**src/shared/tx_pcf_pkg.sv**
```systemverilog
// shared constants and carrier types for the transmit phase compensation buffer
package tx_pcf_pkg;
  // =====================================================================
  // geometry
  localparam int DEPTH = 4;
  localparam int ADDR_W = 2;
  localparam int PTR_W = 3;
  localparam int DATA_MAX_W = 20;
  localparam int BYTE_W = 8;
  localparam int SYMBOL_W = 10;
  localparam logic [PTR_W-1:0] PTR_RST = 3'h0;
  localparam logic SRC_FABRIC = 1'b0;
  localparam logic SRC_PIPE = 1'b1;

  // =====================================================================
  // one transmit word with its qualifier
  typedef struct packed {
    logic valid;
    logic [DATA_MAX_W-1:0] data;
  } tx_word_t;

  localparam tx_word_t WORD_RST = '{valid: 1'b0, data: 20'h0_0000};
endpackage

```
**src/verilog/tx_pcf_gray_sync.sv**
```systemverilog
// two-stage pointer synchroniser advanced by a clock enable
`timescale 1ns/1ps
module tx_pcf_gray_sync
  import tx_pcf_pkg::*;
#(
  parameter int W = PTR_W
)
(
  input wire logic i_sys_clk,
  input wire logic i_rst_b,
  input wire logic i_ce,
  input wire logic [W-1:0] i_gray,
  output logic [W-1:0] o_gray
);
  logic [W-1:0] stage1;

  // =====================================================================
  // first stage feeds only the second; gray code keeps a skewed capture one step off at most
  always_ff @(posedge i_sys_clk or negedge i_rst_b)
  begin
    if (!i_rst_b)
    begin
      stage1 <= '0;
      o_gray <= '0;
    end
    else if (i_ce)
    begin
      stage1 <= i_gray;
      o_gray <= stage1;
    end
  end
endmodule

```
**src/verilog/tx_phase_comp_fifo.sv**
```systemverilog
// transmit phase compensation buffer between fabric write rate and parallel read rate
`timescale 1ns/1ps
module tx_phase_comp_fifo
  import tx_pcf_pkg::*;
#(
  parameter int DATA_W = 20
)
(
  input wire logic i_sys_clk,
  input wire logic i_rst_b,
  input wire logic i_wr_ce,
  input wire logic i_rd_ce,
  input wire logic i_src_sel,
  input wire tx_word_t i_fab_word,
  input wire tx_word_t i_pipe_word,
  input wire logic i_bit_flip,
  input wire logic i_registered_mode,
  output logic o_wr_ready,
  output tx_word_t o_tx_word
);
  // =====================================================================
  // elaboration checks
  // the four legal widths are one or two bytes, or one or two ten-bit symbols
  localparam int WIDE_BYTE_W = BYTE_W + BYTE_W;
  localparam int WIDE_SYMBOL_W = SYMBOL_W + SYMBOL_W;
  localparam bit WIDTH_OK = (DATA_W == BYTE_W) || (DATA_W == SYMBOL_W) ||
    (DATA_W == WIDE_BYTE_W) || (DATA_W == WIDE_SYMBOL_W);
  // pointers carry one lap bit above the address so full and empty differ
  localparam bit GEOMETRY_OK = (DEPTH == (1 << ADDR_W)) && (PTR_W == ADDR_W + 1);

  // refuse widths the output carrier or the flip grouping cannot serve
  generate
    if (!WIDTH_OK)
    begin : g_bad_width
      $error("DATA_W must be 8, 10, 16 or 20");
    end
    if (!GEOMETRY_OK)
    begin : g_bad_geometry
      $error("pointer width does not match the four word store");
    end
    if (DATA_W > DATA_MAX_W)
    begin : g_too_wide
      $error("DATA_W exceeds the carrier width");
    end
  endgenerate

  // flip group: bytes for 8/16, ten-bit symbols for 10/20
  // a ten-bit symbol is flipped whole, since splitting it would scatter code bits
  localparam int GRP_W = (DATA_W % BYTE_W == 0) ? BYTE_W : SYMBOL_W;
  // one pointer step per accepted word or per read
  localparam logic [PTR_W-1:0] PTR_STEP = 3'h1;
  // binary to gray is a single right shift and exclusive or
  localparam int GRAY_SHIFT = 1;

  logic [DATA_W-1:0] mem [DEPTH];
  logic [PTR_W-1:0] wr_bin;
  logic [PTR_W-1:0] rd_bin;
  logic [PTR_W-1:0] wr_gray;
  logic [PTR_W-1:0] rd_gray;
  logic [PTR_W-1:0] wr_gray_at_rd;
  logic [PTR_W-1:0] rd_gray_at_wr;
  logic [PTR_W-1:0] next_wr_bin;
  logic [PTR_W-1:0] next_rd_bin;
  logic [PTR_W-1:0] wr_seen;
  tx_word_t src_word;
  logic [DATA_W-1:0] flipped;
  logic [DATA_W-1:0] in_data;
  logic full;
  logic empty;
  logic do_write;
  logic do_read;

  // =====================================================================
  // source selection
  assign src_word = (i_src_sel == SRC_PIPE) ? i_pipe_word : i_fab_word;

  // =====================================================================
  // bit flip within each group, one generate entry per bit
  genvar b;
  generate
    for (b = 0; b < DATA_W; b++)
    begin : g_flip
      localparam int GBASE = (b / GRP_W) * GRP_W;
      localparam int GOFS = b % GRP_W;
      assign flipped[b] = src_word.data[GBASE + GRP_W - 1 - GOFS];
    end
  endgenerate

  assign in_data = i_bit_flip ? flipped : src_word.data[DATA_W-1:0];

  // =====================================================================
  // pointer arithmetic and flags
  // pointers wrap naturally at the lap bit, so no compare is needed
  assign next_wr_bin = wr_bin + PTR_STEP;
  assign next_rd_bin = rd_bin + PTR_STEP;
  // only one gray bit moves per step, so a capture mid-change is one step stale at most
  assign wr_gray = wr_bin ^ (wr_bin >> GRAY_SHIFT);
  assign rd_gray = rd_bin ^ (rd_bin >> GRAY_SHIFT);
  // full when the write pointer sits one lap ahead of the seen read pointer
  assign full = (wr_gray == {~rd_gray_at_wr[PTR_W-1:PTR_W-2], rd_gray_at_wr[PTR_W-3:0]});
  // registered mode skips the synchroniser for single-cycle latency
  assign wr_seen = i_registered_mode ? wr_gray : wr_gray_at_rd;
  assign empty = (rd_gray == wr_seen);
  assign o_wr_ready = !full;
  assign do_write = i_wr_ce && src_word.valid && !full;
  assign do_read = i_rd_ce && !empty;

  // =====================================================================
  // crossings of each pointer into the other side's rate
  // both rates share one clock, so each stage advances only on its side's enable;
  // this models the real phase offset as a count of enable pulses, not of edges.
  // the write side sees reads late, so full clears a few write slots after a read:
  // the store never overruns, at the price of refusing a word it could have held.
  // the read side sees writes late by two read slots, which sets the normal latency.
  // registered mode bypasses this stage; it is only safe while both rates agree,
  // and the mode may only change while the store is empty.
  tx_pcf_gray_sync #(.W(PTR_W)) u_wr_to_rd
  (
    .i_sys_clk(i_sys_clk),
    .i_rst_b(i_rst_b),
    .i_ce(i_rd_ce),
    .i_gray(wr_gray),
    .o_gray(wr_gray_at_rd)
  );

  tx_pcf_gray_sync #(.W(PTR_W)) u_rd_to_wr
  (
    .i_sys_clk(i_sys_clk),
    .i_rst_b(i_rst_b),
    .i_ce(i_wr_ce),
    .i_gray(rd_gray),
    .o_gray(rd_gray_at_wr)
  );

  // =====================================================================
  // write side: storage, no reset needed since empty masks stale words
  always_ff @(posedge i_sys_clk)
  begin
    if (do_write)
    begin
      mem[wr_bin[ADDR_W-1:0]] <= in_data;
    end
  end

  // write pointer, cleared by reset so the buffer starts empty
  always_ff @(posedge i_sys_clk or negedge i_rst_b)
  begin
    if (!i_rst_b)
    begin
      wr_bin <= PTR_RST;
    end
    else if (do_write)
    begin
      wr_bin <= next_wr_bin;
    end
  end

  // =====================================================================
  // read side: pointer
  always_ff @(posedge i_sys_clk or negedge i_rst_b)
  begin
    if (!i_rst_b)
    begin
      rd_bin <= PTR_RST;
    end
    else if (do_read)
    begin
      rd_bin <= next_rd_bin;
    end
  end

  // output word register, refreshed each parallel cycle; valid drops on underrun
  // data holds its last word on underrun so the coder downstream sees no glitch;
  // bits above the configured width stay zero so narrow channels read cleanly
  always_ff @(posedge i_sys_clk or negedge i_rst_b)
  begin
    if (!i_rst_b)
    begin
      o_tx_word <= WORD_RST;
    end
    else if (i_rd_ce)
    begin
      o_tx_word.valid <= !empty;
      if (!empty)
      begin
        o_tx_word.data <= '0;
        o_tx_word.data[DATA_W-1:0] <= mem[rd_bin[ADDR_W-1:0]];
      end
    end
  end
endmodule
```
**config.mk**
```make
export PLATFORM = sky130hd
export DESIGN_NAME = tx_phase_comp_fifo
export DESIGN_NICKNAME = d
export VERILOG_FILES = /design/src/shared/tx_pcf_pkg.sv /design/src/verilog/tx_pcf_gray_sync.sv /design/src/verilog/tx_phase_comp_fifo.sv
export SDC_FILE = /design/constraint.sdc
export NUM_CORES = 1
export LEC_CHECK = 0
export ABC_AREA = 1
export BUFFER_PORTS_ARGS = -buffer_cell sky130_fd_sc_hd__clkbuf_2
export CAP_MARGIN = 0
export CORE_AREA = 5 5 100 102
export CTS_CLUSTER_DIAMETER = 30
export DETAILED_ROUTE_END_ITERATION = 8
export DIE_AREA = 0 0 105 107
export HOLD_SLACK_MARGIN = 0.02
export PLACE_DENSITY_LB_ADDON = 0.12
export SLEW_MARGIN = 30
export SYNTH_ARGS = -nofsm -noshare
export SYNTH_HDL_FRONTEND = slang
export SYNTH_HIERARCHICAL = 1
export SYNTH_SLANG_ARGS = --single-unit
```
**constraint.sdc**
```tcl
create_clock -name i_sys_clk -period 6.2 [get_ports i_sys_clk]
set_input_delay 0 -clock i_sys_clk [delete_from_list [all_inputs] [get_ports i_sys_clk]]
set_output_delay 0 -clock i_sys_clk [all_outputs]
set_load 0.05 [all_outputs]
```
==> flow_summary.yaml, run 1 <==
run_status:
  status: "finished with violations"
  violations: "hold timing"
sta:
  max_freq_mhz: 347.6
  setup_viol: 0
  tightest_slew_ps: 859.1
  tns_ps: 0
  timing.slew.headroom_pct: 42.73
  rsz0062_at_grt: "no"
  hold_viol: 14
  worst_slack_ps: 3323
  slew_violations: 0
  period_share_pct: 46.40
  finClkSkew_ps: 6.661
  hold_slack_ps: -10.34
  min_period_ps: 2877
setup_path:
  end_kind: "flop"
  rrSetupSlack_ps: 3320
  critical_path_peak_fanout: 25
  cp_cell_sequence: "inv_1, nand2_1, nand2_1, nand3_1, nand2_1, inv_1, nand2_2, nand2_4, o21ai_0"
  crit_arrival_ps: 3240
  required_ps: 6560
  cpPeakStageDelay_ps: 900
  path_common_cell: "nand2_1"
  cp-start-kind: "flop"
  crit_buf_inv: 2
  cpLargestDelayFamily: "simple AND/OR/NAND/NOR gates"
  critical_path.slowest_cell: "dfrtp_1"
  criticalPathCategory: "reg -> reg"
clock_tree:
  clockRootBuffer: "clkbuf_8"
  post_cts_buffers: 0
  cts.clk_slew.worst_paths_ps: 60
  cts_buffers: 17
  worstSkewPairLatency_ps: 510
  cts_tree: "done"
  cts-htree-levels: 4
  clockBufferDepth: 2
  cts.sinks: 119
power_and_ir_drop:
  power_density_mw_per_mm2: 514.1
  ir_drop_mv: 0.2324
  finalPower_mw: 3.201
  leakage_nw: 2.742
route:
  drtAntennaViolNets: 0
  vias: 3782
  drt_iter0_drc: 249
  wire_per_inst_um: 16.00
  drc_errors: 0
  drt_wl_total_um: 11080
  drtPass1Iterations: 5
  routed_via_density: 5.465
layout:
  final_util_pct: 69.02
  multi_input_area_mm2: 0.001602
  drive_above_1_share_pct: 19.79
  antenna_cells: 0
  regArea_mm2: 0.003378
  finish.instance_area_mm2: 0.006226
  final_common_cell: "nand2_1"
  fin_nets: 622
  layout_common_cells: "118 x nand2_1, 80 x edfxtp_1, 69 x clkbuf_2"
  fill_cells: 658
  fin_cells: 692
  area.growth.synth_to_final_pct: 19.56
die:
  ioPinCount: 71
  die-area_mm2: 0.01124
  die_x_um: 105
  die_y_um: 107
  start_util_pct: 57.73
  fp-row-count: 35
  core_area_mm2: 0.009021
placed_design:
  routabilityCongestion: 0.7757
  placed_cell_area_mm2: 0.005604
  io_buffers: 70
  post-place-cells: 654
  dp_hpwl_um: 6989
  dp_slack_ps: 3395
synthesis:
  postSynthAreaPerCell_um2: 10.52
  ys_ff_latch: 119
  synth_cell_types: 24
  syn_nets: 549
  syn-cell-area_mm2: 0.005207
  postSynthCellCount: 495
  ys_seq_area_share_pct: 64.87
  yosysWarnings: 6
grt:
  grt_start_max_net_pins: 43
  grt_first_pass_wirelength_um: 18350
  antenna_found_initial: 0
  grt_pass1_vias: 3737
  grt.overflow.total: 0
  grtUsageTotal_pct: 20.95
hold_path:
  hold_class: "in -> async"
job:
  drv_cap: 0
[repair_timing]
| action | 4_1_cts | 5_1_grt |
|---|---|---|
| hold buffers | 6 | 0 |
| endpoints found under the hold margin | 52 | 0 |
| gates resized for setup | 0 | 0 |
[layout make-up]
| type | count | area share, % |
|---|---|---|
| clock inverter | 15 | 2.331 |
| clock buffer | 17 | 6.652 |
| sequential | 119 | 54.26 |
| tap | 111 | 2.231 |
| multi-input combinational | 323 | 25.72 |
| timing repair buffer | 81 | 7.235 |
| inverter | 26 | 1.568 |
[Yosys cell counts]
master	count	area [um^2]
ha_1	5	62.56
buf_2	2	10.01
nand3b_1	1	7.510
xnor2_1	2	17.52
o22ai_1	20	125.1
mux2i_1	20	200.2
edfxtp_1	80	2402
clkbuf_1	17	63.81
dfrtp_1	39	975.9
xor2_1	4	35.03
buf_4	3	22.52
nand2_4	1	11.26
nand2_2	2	12.51
buf_1	3	11.26
inv_1	22	82.58
a21oi_1	11	55.05
nor2_1	55	206.5
nand2_1	118	442.9
nand3_1	29	145.1
inv_2	4	15.01
buf_6	2	22.52
a21oi_2	1	8.760
or2_1	1	6.260
o21ai_0	53	265.3
[routing by layer]
| layer | GRT usage [%] | vias to the layer above | part of all wire, % |
|---|---|---|---|
| li1 | - | 1844 | - |
| met1 | 27.39 | 1763 | 43 |
| met2 | 34.13 | 159 | 48 |
| met3 | 6.382 | 16 | 8.1 |
| met4 | 5.753 | 0 | 1.1 |
| met5 | 0 | - | 0 |
[logic make-up (layout without fill, tap and decap cells)]
family	after synthesis	after routing	synth area share [%]
AND/OR/NAND/NOR	207	207	15.98
flip-flops	119	119	64.87
AO/OA/AOI/OAI	85	85	8.722
buffers and inverters	53	139	4.373
multiplexers	20	20	3.844
XOR/XNOR	6	6	1.009
adder cells (fa/ha/maj)	5	5	1.201
[sequential cells by signal, indices dropped and copies added, names as in the netlist]
register	flops
mem	80
o_tx_word	21
rd_bin	3
u_rd_to_wr/o_gray	3
u_rd_to_wr/stage1	3
u_wr_to_rd/o_gray	3
u_wr_to_rd/stage1	3
wr_bin	3
[power breakdown]
part	switching, mW	total (mW)	internal (mW)
Sequential	0.122	1.18	1.06
Combinational	0.810	1.12	0.309
Clock	0.366	0.904	0.538
[worst paths after layout]
| check | from | end | depth (start not counted) |
|---|---|---|---|
| max in group asynchronous | i_rst_b | u_rd_to_wr/stage1[0] | 2 |
| min | i_rst_b | u_wr_to_rd/o_gray[2] | 2 |
| min reg2reg | o_tx_word[2] | o_tx_word[2] | 2 |
| max reg2reg | rd_bin[1] | o_tx_word[20] | 9 |
| min in group i_sys_clk | i_fab_word[3] | mem[0][6] | 3 |
| max | rd_bin[1] | o_tx_word[20] | 9 |
No activity file was read; power rests on OpenSTA's default activity.
==> inputs of run 2 (changes only) <==
Settings changed: CORE_AREA 5 5 100 102 to 5 5 102 104, DIE_AREA 0 0 105 107 to 0 0 107 109.
Clock period 6.2 ns to 3 ns, I/O delays scaled along.
==> flow_summary.yaml, run 2 (same netlist as run 1, synthesis figures left out) <==
die:
  die_y_um: 109
  fp-row-count: 36
  die-area_mm2: 0.01166
  ioPinCount: 71
  die_x_um: 107
  start_util_pct: 55.05
  core_area_mm2: 0.009459
sta:
  min_period_ps: 2174
  finClkSkew_ps: 5.247
  tightest_slew_ps: 677.0
  timing.slew.headroom_pct: 54.87
  rsz0062_at_grt: "no"
  hold_viol: 4
  tns_ps: 0
  hold_slack_ps: -1.539
  period_share_pct: 72.47
  setup_viol: 0
  slew_violations: 0
  max_freq_mhz: 460.0
route:
  drt_iter0_drc: 220
  vias: 3682
  drc_errors: 0
  routed_via_density: 5.268
  drtPass1Iterations: 4
  wire_per_inst_um: 15.43
  drtAntennaViolNets: 0
  drt_wl_total_um: 10790
clock_tree:
  cts.clk_slew.worst_paths_ps: 60
  clockRootBuffer: "clkbuf_8"
  clockBufferDepth: 2
  postCtsHoldBufs: 5
  cts.sinks: 119
  cts-htree-levels: 4
  cts_buffers: 17
  post_cts_buffers: 0
  cts_resized: 0
  cts_tree: "done"
  worstSkewPairLatency_ps: 510
run_status:
  status: "finished with violations"
  violations: "hold timing"
setup_path:
  crit_arrival_ps: 2350
  criticalPathCategory: "reg -> reg"
  cp-start-kind: "flop"
  cpPeakStageDelay_ps: 430
  critical_path_peak_fanout: 20
  crit_buf_inv: 2
  cpLargestDelayFamily: "flip-flops"
  cp_cell_sequence: "inv_1, ha_1, xor2_1, nor2_1, nand2_1, nand2_2, nor2_1, buf_4"
  path_common_cell: "nor2_1"
  end_kind: "flop"
  required_ps: 3180
  critical_path.slowest_cell: "dfrtp_1"
grt:
  antenna_found_initial: 0
  grt_first_pass_wirelength_um: 17640
  grt.overflow.total: 0
  grtUsageTotal_pct: 20.04
  grt_pass1_vias: 3624
  grt_start_max_net_pins: 43
hold_path:
  hold_class: "in -> async"
layout:
  drive_above_1_share_pct: 20.17
  antenna_cells: 0
  fin_nets: 626
  area.growth.synth_to_final_pct: 21.70
  fin_cells: 699
  layout_common_cells: "118 x nand2_1, 80 x edfxtp_1, 69 x clkbuf_2"
  final_util_pct: 67.00
  final_common_cell: "nand2_1"
  largest_register_ffs: 80
placed_design:
  post-place-cells: 662
  dp_hpwl_um: 7227
  io_buffers: 70
  routabilityCongestion: 0.7872
job:
  drv_cap: 0
power_and_ir_drop:
  leakage_nw: 2.805
  finalPower_mw: 6.930
  ir_drop_mv: 0.5493
  power_density_mw_per_mm2: 1094
[run 2: changes by cell type in the layout (fill, tap and decap cells not counted), sizes merged]
cell,delta
buf,+5
bufinv,+4
clkinv,-2
clkinvlp,-2
clkbuf,+1
dlygate4sd3,-1
inv,-1
[run 2: metrics by stage]
stage	worst slack, ps	hold WS (ps)	instance area [um^2]
after detailed placement	836.3	184.3	5645
after floorplan	111.8	-295.6	5207
after global placement	940.0	180.6	5645
after global routing	670.5	44.26	6337
final	825.9	-1.539	6337
after CTS	816.8	22.06	6335
[run 2: area by class of cell]
class	instances	area [um^2]
Sequential cell	119	3378
Clock buffer	18	417.9
Multi-Input combinational cell	323	1602
Timing Repair Buffer	85	478.0
Clock inverter	14	221.5
Fill cell	741	3122
Tap cell	114	142.6
Inverter	26	97.59
[run 2: final timing paths]
check                                        to  cells after the start           from  slack [ps]
setup / recovery                     mem[1][12]                      8      wr_bin[1]         830
hold / removal             u_wr_to_rd/o_gray[1]                      2        i_rst_b          -2
setup reg to reg                     mem[1][12]                      8      wr_bin[1]         830
hold reg to reg                   o_tx_word[12]                      2  o_tx_word[12]         470
max in group asynchronous         o_tx_word[19]                      2        i_rst_b        2650
min in group i_sys_clk                mem[3][1]                      5  i_fab_word[8]          30
[run 2: layer usage]
| layer | routed length [um] | GRT usage, % | vias up |
|---|---|---|---|
| li1 | - | - | 1845 |
| met2 | 5157 | 32.51 | 113 |
| met5 | 0 | 0 | - |
| met3 | 680 | 5.684 | 10 |
| met4 | 112 | 6.301 | 0 |
| met1 | 4838 | 26.38 | 1714 |
[run 2: power by group]
part,internal (mW),switching [mW],leakage (nW)
sequential,2.18,0.215,1.21
clock,1.44,0.715,0.304
combinational,0.673,1.70,1.29
total,4.30,2.63,2.80
[run 2: worst register-to-register path: stages, from the launching register on]
cell and delay, ps:
dfrtp_1 430, inv_1 120, ha_1 360, xor2_1 170, nor2_1 60, nand2_1 120
nand2_2 130, nor2_1 130, buf_4 310
==> inputs of run 3 (changes only) <==
Settings changed: ABC_AREA 1 to 0.
Clock period 3 ns to 2.1 ns, I/O delays scaled along.
==> flow_summary.yaml, run 3 <==
layout:
  fin_nets: 448
  drive_above_1_share_pct: 51.11
  finish.instance_area_mm2: 0.006937
  area.growth.synth_to_final_pct: 34.04
  layout_common_cells: "80 x edfxtp_1, 70 x clkbuf_2, 53 x dlygate4sd3_1"
  final_common_cell: "edfxtp_1"
  largest_register_ffs: 80
  antenna_cells: 0
  fill_cells: 566
placed_design:
  dp_hpwl_um: 6431
  io_buffers: 70
  placed_cell_area_mm2: 0.005788
  routabilityCongestion: 0.8033
route:
  drtPass1Iterations: 4
  drc_errors: 0
  drt_wl_total_um: 10490
  routed_via_density: 5.403
  wire_per_inst_um: 20.13
  drtAntennaViolNets: 0
  vias: 2815
  drt_iter0_drc: 137
power_and_ir_drop:
  leakage_nw: 2.765
  power_density_mw_per_mm2: 1453
  ir_drop_mv: 0.7986
grt:
  antenna_found_initial: 0
  grt_start_max_net_pins: 40
  grt_first_pass_wirelength_um: 17020
  grtUsageTotal_pct: 20.02
  grt.overflow.total: 0
  grt_pass1_vias: 3165
synthesis:
  synth_top_cell_area_share_pct: 46.42
  syn-cell-area_mm2: 0.005175
  synth.most_common_cell: "edfxtp_1"
  yosysWarnings: 6
  synth_edf_count: 80
  postSynthAreaPerCell_um2: 21.04
  synthArstFlopShare_pct: 32.77
  ys_top_cells_by_count: "80 x edfxtp_1, 40 x mux4_2, 39 x dfrtp_1"
  synth_top_cell_by_area: "edfxtp_1"
  syn_nets: 300
  ys_seq_area_share_pct: 65.28
  synth_cell_types: 26
  synthFlopType: "edfxtp_1"
  ys_ff_latch: 119
  ys_top_cells_by_area: "edfxtp_1 46%, dfrtp_1 19%, mux4_2 17%"
  postSynthCellCount: 246
die:
  ioPinCount: 71
  die-area_mm2: 0.01166
  die_y_um: 109
  core_area_mm2: 0.009459
  fp-row-count: 36
  die_x_um: 107
  start_util_pct: 54.71
setup_path:
  r2r_end: "o_tx_word[16]"
  criticalPathCategory: "reg -> reg"
  required_ps: 2490
  end_kind: "flop"
  crit_arrival_ps: 2420
  rrSetupSlack_ps: 70
  cp-start-kind: "flop"
  rr_startpoint: "wr_bin[1]"
  critical_path_peak_fanout: 6
  worstSetupStartpoint: "wr_bin[1]"
  rr_worst_depth: 8
sta:
  hold_viol: 0
  timing.slew.headroom_pct: 62.74
  min_period_ps: 2027
  setup_viol: 0
  hold_slack_ps: 84.01
  period_share_pct: 96.54
  finClkSkew_ps: 8.742
  max_freq_mhz: 493.2
  rsz0062_at_grt: "no"
  slew_violations: 0
  tightest_slew_ps: 558.9
clock_tree:
  clockBufferDepth: 2
  clockRootBuffer: "clkbuf_8"
  cts.clk_slew.worst_paths_ps: 60
  cts_buffers: 17
  cts-htree-levels: 4
  worstSkewPairLatency_ps: 510
  cts_tree: "done"
  cts.sinks: 119
run_status:
  status: "finished, final reports clean"
hold_path:
  hold_class: "in -> async"
job:
  drv_cap: 0
==> run 3: cell type report <==
type                            count  area (um^2)  share of cell area, %
Sequential cell                   119         3378                  48.70
Multi-Input combinational cell    111         1732                  24.96
Timing Repair Buffer              141         1109                  15.98
Clock buffer                       17        414.1                  5.970
Clock inverter                     15        146.4                  2.110
Tap cell                          114        142.6                  2.056
Inverter                            4        15.01                 0.2165
==> run 3: repair_timing <==
item	in CTS	in global routing
gates resized for setup	2	4
buffers inserted	0	1
hold endpoints to repair	133	0
setup endpoints to repair	72	27
hold buffers	53	0
pin swaps	0	0
gates cloned	0	1
==> run 3: how the worst max path moves through the flow <==
| stage | endpoint | slack [ps] | cells after the start |
|---|---|---|---|
| after floorplan | mem[3][0] | 20 | 5 |
| after global placement | mem[1][1] | -0.2 | 6 |
| after detailed placement | mem[1][1] | -60 | 6 |
| after CTS | o_tx_word[12] | 30 | 8 |
| after global routing | o_tx_word[16] | 4 | 8 |
| final | o_tx_word[16] | 70 | 8 |
==> run 3: critical path: stages (launching register included) <==
cell,delay (ps)
dfrtp_1,420
inv_2,110
ha_4,220
mux2i_2,160
xor2_1,190
o211ai_2,120
nand2_2,160
buf_4,210
mux2_4,310
==> run 3: kinds of logic (layout without fill, tap and decap cells) <==
logic type	count (synthesis)	in the layout	share of synthesized area [%]
DFF	119	119	65.28
muxes	77	77	27.56
buffers and inverters	16	177	1.837
and+or+nand+nor	13	13	1.402
xor gates and xnor gates	10	10	1.838
AOI/OAI and AO/OA	6	6	0.8703
adders and majority gates	5	5	1.209
==> run 3: layer usage <==
layer	share of wire [%]	GRT usage (%)	wire [um]
met5	0	0	0
met4	1.7	8.311	183
met1	42	25.24	4430
met2	53	34.13	5548
met3	3.1	4.204	327
==> run 3: per-stage QoR <==
step	instances	total power, mW	TNS (ps)	worst slack [ps]	utilization [%]
3_3_place_gp	434	7.146	-0.3095	-0.1734	61.19
2_1_floorplan	246	6.282	0	19.95	-
5_1_grt	521	10.58	0	4.482	73.33
6_report	521	10.08	0	72.58	73.33
3_5_place_dp	434	7.218	-1468	-62.61	61.19
4_1_cts	519	10.08	0	34.16	72.90
==> run 3: power breakdown <==
group	internal (mW)	switching, mW
Combinational	1.86	2.05
Clock	1.59	1.10
Sequential	3.15	0.332
Total	6.60	3.48
